File: src/include/sce_pkg.sv
package sce_pkg;

  // Scrambler generator shape and seed.
  localparam int          LFSR_W    = 16;
  localparam logic [15:0] LFSR_SEED = 16'hffff;
  localparam logic [15:0] LFSR_TAPS = 16'h0039;

  // Character field widths and positions.
  localparam int BYTE_W = 8;
  localparam int CODE_W = 10;
  localparam int LO_W   = 5;
  localparam int HI_W   = 3;
  localparam int LO_POS = 0;
  localparam int HI_POS = 5;
  localparam int SIX_W  = 6;
  localparam int FOUR_W = 4;

  // Special field values of the code tables.
  localparam logic [4:0] LO_D07    = 5'h07;
  localparam logic [4:0] LO_K28    = 5'h1c;
  localparam logic [4:0] LO_K23    = 5'h17;
  localparam logic [4:0] LO_K27    = 5'h1b;
  localparam logic [4:0] LO_K29    = 5'h1d;
  localparam logic [4:0] LO_K30    = 5'h1e;
  localparam logic [4:0] LO_ALT_N0 = 5'h11;
  localparam logic [4:0] LO_ALT_N1 = 5'h12;
  localparam logic [4:0] LO_ALT_N2 = 5'h14;
  localparam logic [4:0] LO_ALT_P0 = 5'h0b;
  localparam logic [4:0] LO_ALT_P1 = 5'h0d;
  localparam logic [4:0] LO_ALT_P2 = 5'h0e;
  localparam logic [2:0] HI_X3     = 3'h3;
  localparam logic [2:0] HI_X7     = 3'h7;
  localparam logic [3:0] ALT_NEG   = 4'h7;
  localparam logic [3:0] ALT_POS   = 4'h8;

  // Balance and run-length limits.
  localparam logic [3:0] SIX_BAL  = 4'h3;
  localparam logic [3:0] FOUR_BAL = 4'h2;
  localparam logic [3:0] ONES_MIN = 4'h4;
  localparam logic [3:0] ONES_MAX = 4'h6;
  localparam logic [3:0] RUN_MAX  = 4'h5;

  // Reset values.
  localparam logic       RD_RESET   = 1'b0;
  localparam logic [9:0] CODE_RESET = 10'h000;

  typedef struct packed {
    logic       ctrl;
    logic [7:0] data;
  } sce_char_s;

  typedef struct packed {
    logic [9:0] code;
    logic       rd;
  } sce_code_s;

endpackage

File: src/hdl/sce_tx.sv
`timescale 1ns/10ps
`default_nettype none

module sce_tx #(
  parameter int LFSR_W = sce_pkg::LFSR_W
) (
  input  wire logic              I_MCLK,
  input  wire logic              I_RESET,
  input  wire logic              I_FRAME_START,
  input  wire logic              I_VALID,
  input  wire sce_pkg::sce_char_s I_CHAR,
  output logic                   O_READY,
  input  wire logic              I_READY,
  output logic                   O_VALID,
  output sce_pkg::sce_code_s     O_CODE,
  output logic                   O_CTRL_ERR,
  output logic                   O_LINE_ERR,
  output logic      [LFSR_W-1:0] O_LFSR
);

  // Number of ones in a word of up to ten bits.
  function automatic logic [3:0] f_ones(input logic [9:0] v);
    logic [3:0] n;
    n = 4'h0;
    for (int i = 0; i < 10; i++) begin
      n = n + {3'h0, v[i]};
    end
    return n;
  endfunction

  // Six-bit form for negative running disparity, abcdei.
  function automatic logic [5:0] f_enc6(
    input logic [4:0] lo,
    input logic       k
  );
    logic [5:0] c;
    case (lo)
      5'h00: c = 6'b100111;
      5'h01: c = 6'b011101;
      5'h02: c = 6'b101101;
      5'h03: c = 6'b110001;
      5'h04: c = 6'b110101;
      5'h05: c = 6'b101001;
      5'h06: c = 6'b011001;
      5'h07: c = 6'b111000;
      5'h08: c = 6'b111001;
      5'h09: c = 6'b100101;
      5'h0a: c = 6'b010101;
      5'h0b: c = 6'b110100;
      5'h0c: c = 6'b001101;
      5'h0d: c = 6'b101100;
      5'h0e: c = 6'b011100;
      5'h0f: c = 6'b010111;
      5'h10: c = 6'b011011;
      5'h11: c = 6'b100011;
      5'h12: c = 6'b010011;
      5'h13: c = 6'b110010;
      5'h14: c = 6'b001011;
      5'h15: c = 6'b101010;
      5'h16: c = 6'b011010;
      5'h17: c = 6'b111010;
      5'h18: c = 6'b110011;
      5'h19: c = 6'b100110;
      5'h1a: c = 6'b010110;
      5'h1b: c = 6'b110110;
      5'h1c: c = k ? 6'b001111 : 6'b001110;
      5'h1d: c = 6'b101110;
      5'h1e: c = 6'b011110;
      5'h1f: c = 6'b101011;
      default: c = 6'b100111;
    endcase
    return c;
  endfunction

  // Four-bit form for negative six-bit disparity, fghj.
  function automatic logic [3:0] f_enc4(
    input logic [2:0] hi,
    input logic       k
  );
    logic [3:0] c;
    case (hi)
      3'h0: c = 4'b1011;
      3'h1: c = k ? 4'b0110 : 4'b1001;
      3'h2: c = k ? 4'b1010 : 4'b0101;
      3'h3: c = 4'b1100;
      3'h4: c = 4'b1101;
      3'h5: c = k ? 4'b0101 : 4'b1010;
      3'h6: c = k ? 4'b1001 : 4'b0110;
      3'h7: c = k ? 4'b0111 : 4'b1110;
      default: c = 4'b1011;
    endcase
    return c;
  endfunction

  // True for the twelve control characters.
  function automatic logic f_ctrl_ok(
    input logic [4:0] lo,
    input logic [2:0] hi
  );
    return (lo == sce_pkg::LO_K28)
        || ((hi == sce_pkg::HI_X7)
            && ((lo == sce_pkg::LO_K23) || (lo == sce_pkg::LO_K27)
             || (lo == sce_pkg::LO_K29) || (lo == sce_pkg::LO_K30)));
  endfunction

  logic                        valid_reg;
  logic                        valid_next;
  sce_pkg::sce_code_s          code_reg;
  sce_pkg::sce_code_s          code_next;
  logic                        rd_reg;
  logic                        rd_next;
  logic                        ctrl_err_reg;
  logic                        ctrl_err_next;
  logic                        line_err_reg;
  logic                        line_err_next;
  logic                        last_bit_reg;
  logic                        last_bit_next;
  logic [3:0]                  run_reg;
  logic [3:0]                  run_next;
  logic                        accept;
  logic                        step;
  logic [sce_pkg::BYTE_W-1:0]  scr_data;
  logic [sce_pkg::BYTE_W-1:0]  enc_data;
  logic [sce_pkg::LO_W-1:0]    lo;
  logic [sce_pkg::HI_W-1:0]    hi;
  logic                        k;
  logic [5:0]                  six;
  logic [3:0]                  four;
  logic                        d6;
  logic                        six_unbal;
  logic                        four_unbal;
  logic                        alt_n;
  logic                        alt_p;
  logic [9:0]                  word;
  logic [3:0]                  ones;
  logic [3:0]                  run;
  logic [3:0]                  run_peak;
  logic                        bit_prev;

  // One-stage output register; it refills in the cycle it drains.
  assign O_READY = I_READY | ~valid_reg;
  assign accept  = I_VALID & O_READY;
  assign step    = accept & ~I_CHAR.ctrl;

  sce_scram #(
    .W(LFSR_W),
    .N(sce_pkg::BYTE_W)
  ) u_scram (
    .i_clk   (I_MCLK),
    .i_rst   (I_RESET),
    .i_reseed(I_FRAME_START),
    .i_step  (step),
    .i_data  (I_CHAR.data),
    .o_data  (scr_data),
    .o_state (O_LFSR)
  );

  // Control characters pass unscrambled.
  assign enc_data = I_CHAR.ctrl ? I_CHAR.data : scr_data;
  assign k        = I_CHAR.ctrl;
  assign lo       = enc_data[sce_pkg::LO_POS +: sce_pkg::LO_W];
  assign hi       = enc_data[sce_pkg::HI_POS +: sce_pkg::HI_W];

  // Six-bit step.
  always_comb begin
    six       = f_enc6(lo, k);
    six_unbal = f_ones({4'h0, six}) != sce_pkg::SIX_BAL;
    if (rd_reg && (six_unbal || (lo == sce_pkg::LO_D07 && !k))) begin
      six = ~six;
    end
    d6 = six_unbal ? ~rd_reg : rd_reg;
  end

  // Four-bit step fed by the six-bit disparity.
  always_comb begin
    alt_n = (hi == sce_pkg::HI_X7) && !k && !d6
         && ((lo == sce_pkg::LO_ALT_N0) || (lo == sce_pkg::LO_ALT_N1)
          || (lo == sce_pkg::LO_ALT_N2));
    alt_p = (hi == sce_pkg::HI_X7) && !k && d6
         && ((lo == sce_pkg::LO_ALT_P0) || (lo == sce_pkg::LO_ALT_P1)
          || (lo == sce_pkg::LO_ALT_P2));
    four       = f_enc4(hi, k);
    four_unbal = f_ones({6'h00, four}) != sce_pkg::FOUR_BAL;
    if (alt_n) begin
      four = sce_pkg::ALT_NEG;
    end else if (alt_p) begin
      four = sce_pkg::ALT_POS;
    end else if (d6 && (four_unbal || hi == sce_pkg::HI_X3 || k)) begin
      four = ~four;
    end
  end

  // Whole character and the new running disparity.
  always_comb begin
    word    = {six, four};
    rd_next = rd_reg;
    if (accept) begin
      rd_next = four_unbal ? ~d6 : d6;
    end
  end

  // Balance and run-length check on each produced character.
  always_comb begin
    ones     = f_ones(word);
    run      = run_reg;
    bit_prev = last_bit_reg;
    run_peak = 4'h0;
    for (int i = sce_pkg::CODE_W - 1; i >= 0; i--) begin
      if (word[i] == bit_prev) begin
        run = run + 4'h1;
      end else begin
        run = 4'h1;
      end
      bit_prev = word[i];
      if (run > run_peak) begin
        run_peak = run;
      end
    end
  end

  always_comb begin
    valid_next    = valid_reg & ~I_READY;
    code_next     = code_reg;
    ctrl_err_next = ctrl_err_reg;
    line_err_next = line_err_reg;
    last_bit_next = last_bit_reg;
    run_next      = run_reg;
    if (accept) begin
      valid_next     = 1'b1;
      code_next.code = word;
      code_next.rd   = rd_next;
      ctrl_err_next  = k & ~f_ctrl_ok(lo, hi);
      line_err_next  = (run_peak > sce_pkg::RUN_MAX)
                    || (ones < sce_pkg::ONES_MIN)
                    || (ones > sce_pkg::ONES_MAX);
      last_bit_next  = bit_prev;
      run_next       = run;
    end
  end

  always_ff @(posedge I_MCLK or posedge I_RESET) begin
    if (I_RESET) begin
      rd_reg <= sce_pkg::RD_RESET;
    end else begin
      rd_reg <= rd_next;
    end
  end

  always_ff @(posedge I_MCLK or posedge I_RESET) begin
    if (I_RESET) begin
      valid_reg     <= 1'b0;
      code_reg.code <= sce_pkg::CODE_RESET;
      code_reg.rd   <= sce_pkg::RD_RESET;
    end else begin
      valid_reg <= valid_next;
      code_reg  <= code_next;
    end
  end

  always_ff @(posedge I_MCLK or posedge I_RESET) begin
    if (I_RESET) begin
      ctrl_err_reg <= 1'b0;
      line_err_reg <= 1'b0;
      last_bit_reg <= 1'b0;
      run_reg      <= 4'h0;
    end else begin
      ctrl_err_reg <= ctrl_err_next;
      line_err_reg <= line_err_next;
      last_bit_reg <= last_bit_next;
      run_reg      <= run_next;
    end
  end

  assign O_VALID    = valid_reg;
  assign O_CODE     = code_reg;
  assign O_CTRL_ERR = ctrl_err_reg;
  assign O_LINE_ERR = line_err_reg;

endmodule

`default_nettype wire

File: src/hdl/sce_scram.sv
`timescale 1ns/10ps
`default_nettype none

module sce_scram #(
  parameter int W = sce_pkg::LFSR_W,
  parameter int N = sce_pkg::BYTE_W
) (
  input  wire logic         i_clk,
  input  wire logic         i_rst,
  input  wire logic         i_reseed,
  input  wire logic         i_step,
  input  wire logic [N-1:0] i_data,
  output logic      [N-1:0] o_data,
  output logic      [W-1:0] o_state
);

  logic [W-1:0] state_reg;
  logic [W-1:0] state_next;
  logic [W-1:0] cur;
  logic [W-1:0] s;

  // A frame start reseeds; a byte in the same cycle uses the seed.
  always_comb begin
    cur = i_reseed ? W'(sce_pkg::LFSR_SEED) : state_reg;
    s   = cur;
    for (int i = 0; i < N; i++) begin
      o_data[i] = i_data[i] ^ s[W-1];
      s = {s[W-2:0], 1'b0}
        ^ (s[W-1] ? W'(sce_pkg::LFSR_TAPS) : '0);
    end
    state_next = i_step ? s : cur;
  end

  always_ff @(posedge i_clk or posedge i_rst) begin
    if (i_rst) begin
      state_reg <= W'(sce_pkg::LFSR_SEED);
    end else begin
      state_reg <= state_next;
    end
  end

  assign o_state = state_reg;

endmodule

`default_nettype wire

File: config.mk
export PLATFORM = sky130hd
export DESIGN_NAME = sce_tx
export DESIGN_NICKNAME = d
export VERILOG_FILES = /design/src/include/sce_pkg.sv /design/src/hdl/sce_tx.sv /design/src/hdl/sce_scram.sv
export SDC_FILE = /design/constraint.sdc
export NUM_CORES = 1
export LEC_CHECK = 0
export BUFFER_PORTS_ARGS = -buffer_cell sky130_fd_sc_hd__buf_4
export CAP_MARGIN = 30
export CORE_ASPECT_RATIO = 1.2
export CORE_MARGIN = 1.5
export CORE_UTILIZATION = 40
export CTS_CLUSTER_DIAMETER = 200
export DETAILED_ROUTE_END_ITERATION = 10
export GPL_TIMING_DRIVEN = 0
export PLACE_DENSITY = 0.67
export SLEW_MARGIN = 10
export SYNTH_ARGS = -nofsm -noshare
export SYNTH_HDL_FRONTEND = slang
export SYNTH_HIERARCHICAL = 1
export SYNTH_SLANG_ARGS = --single-unit
File: constraint.sdc
create_clock -name I_MCLK -period 40.3 [get_ports I_MCLK]
set_input_delay 2.015 -clock I_MCLK [delete_from_list [all_inputs] [get_ports I_MCLK]]
set_output_delay 2.015 -clock I_MCLK [all_outputs]
set_load 0.05 [all_outputs]
==> results.cfg <==
[finish]
layout-drive-gt1-share = 0.1721
layout.cells.most_common_list = nand2_1, nor2_1, inv_1
fin_area_um2 = 6126
seqCellArea_um2 = 895.9
final_core_util = 0.4628
nets = 805
diodes = 0
nFillCells = 1385
final_common_cell = nand2_1
area_delta_synth_final_pct = 13.02
largest_reg_flops = 16
multi_input_area_um2 = 4210

[yosys]
synthCells = 686
avgSynthCellArea_um2 = 7.901
netlist_area_um2 = 5420
ys_seq_area_frac = 0.1653
ys_async_sr_fraction = 1.000
ys_warn_count = 6
synth_ff_type = dfrtp_1
ys_ff_latch = 35
ys_types = 93
synth_edf_count = 0

[sta]
max_freq_mhz = 48.22
hold_viol = 0
skew_ns = 0.003719
tns_ns = 0
setup-violations-final = 0
worst_slew_pin_slew_ns = 0.8043
rsz0062_at_grt = no
max_slew_margin = 0.4632
finalCriticalPeriod_ns = 20.74
final-max-slew-violation-count = 0
timing.final.ws_setup_ns = 19.56
post-route-period-util = 0.5146

[detailed_routing]
via_per_inst = 5.568
vias = 5045
wl_per_cell_um = 15.24
dr.pass1.iters = 4
drc = 0
routed_wl_mm = 13.81
drt.antenna.violating_nets = 0
drtIter0Drc = 249

[floorplanning]
coreArea_um2 = 13240
dieArea_um2 = 14260
initial_core_util = 0.4095
ios = 45
num_rows = 46
die_x_um = 109.3
die_h_um = 130.5

[setup_path]
max_stage_delay_ns = 0.55
cp-start-kind = input port
cp_top_family = compound AO/OA/AOI/OAI gates
crit_arrival_ns = 20.91
worstPathBufferInverterCount = 7
slowest_stage = fa_1
crit_type = input port to flop
crit_path_max_fanout = 10
path_common_cell = ha_1
cp-end-kind = flop
cp.required_ns = 40.47

[clocking]
clk_pin_slew_ns = 0.06
cts_buffer_depth = 2
cts_tree = built
clock_latency_ns = 0.29
ctsRootBufferMaster = clkbuf_16
post_cts_resized = 0
cts-htree-levels = 2
holdBufCountCts = 0
postCtsSetupBuffers = 0
cts.sinks = 35
numCtsBuffers = 5

[outcome]
run_status = finished, final reports clean

[placed_design]
placed_cell_area_um2 = 5957
io_buffers = 43
pre_cts_slack_ns = 19.31
dp_hpwl_mm = 11.19
gp_congestion = 0.9093

[global_routing]
antenna_found_initial = 0
grt_usage = 0.1997
grt_max_degree = 20
grt_pass1_wl_mm = 23.05
first_global_vias = 4879
grt-ovfl-total = 0

[flow_run]
cap_violations = 0

[min_path]
hp-class = flop to flop
[layer usage]
layer | routed length (µm) | up-vias | GRT usage
met5 | 0 | - | 0
met4 | 183 | 0 | 0.04660
met3 | 445 | 13 | 0.02877
met2 | 7222 | 85 | 0.3735
met1 | 5959 | 2395 | 0.2389
li1 | - | 2552 | -
[worst min-delay path, delay by kind of cell (launching register included)]
| kind | cells | cell delay, ns |
|---|---|---|
| flops | 1 | 0.34 |
| simple gates | 2 | 0.10 |
[final timing paths]
kind,start,end,slack (ns),cells past startpoint
max,I_FRAME_START,O_LINE_ERR,19.56,90
min,O_CODE[9],O_CODE[9],0.48,2
max reg2reg,u_scram/o_state[12],O_LINE_ERR,21.18,88
min reg2reg,O_CODE[9],O_CODE[9],0.48,2
max in group asynchronous,I_RESET,O_CODE[0],37.91,2
min in group asynchronous,I_RESET,O_CODE[8],1.89,2
[kinds of logic after synthesis]
logic type / share of synthesized area
AO/OA/AOI/OAI: 0.2362
XOR/XNOR: 0.1046
adder cells (fa/ha/maj): 0.1390
buffers and inverters: 0.05863
flip-flops: 0.1653
multiplexers: 0.05563
other: 0.0006919
AND/OR/NAND/NOR: 0.2401
[Yosys cell counts (5+ instances only)]
library cell | n | area [µm²]
nand2_1 | 71 | 266.5
dfrtp_1 | 19 | 475.5
ha_1 | 45 | 563.0
nor2_1 | 66 | 247.7
and2_1 | 11 | 68.82
clkbuf_1 | 11 | 41.29
mux2i_1 | 6 | 60.06
o21a_1 | 5 | 37.54
o21ai_1 | 5 | 25.02
nor3_1 | 11 | 55.05
fa_1 | 9 | 180.2
o31ai_1 | 5 | 37.54
xnor2_1 | 40 | 350.3
o21ai_0 | 35 | 175.2
inv_1 | 54 | 202.7
a211o_1 | 11 | 96.34
buf_2 | 7 | 35.03
and3_1 | 7 | 43.79
dfstp_2 | 16 | 420.4
xor2_1 | 21 | 183.9
mux2_2 | 9 | 101.4
nor2b_1 | 18 | 112.6
nand2b_1 | 13 | 81.33
a21oi_1 | 32 | 160.2
a31oi_1 | 12 | 75.07
nand3_1 | 18 | 90.09
nand4_1 | 5 | 31.28
o22ai_1 | 13 | 81.33
o211ai_1 | 7 | 52.55
a41o_1 | 5 | 50.05
[layout make-up]
cell class                      count  share of cell area
Buffer                             23             0.01879
Inverter                           54             0.03309
Tap cell                          168             0.03431
Multi-Input combinational cell    575              0.6873
Timing Repair Buffer               43             0.05270
Clock buffer                        5             0.02042
Sequential cell                    35              0.1462
Clock inverter                      3            0.007149
[stage by stage]
stage | hold WS [ns] | std cells
global placement | 0.4677 | 898
CTS | 0.4836 | 906
global route | 0.4962 | 906
detailed placement | 0.4685 | 898
finish | 0.4795 | 906
floorplan | 0.4739 | 687
Power is not shown: default switching activity piles up to over one toggle a cycle in this logic, so the estimate is an artifact.
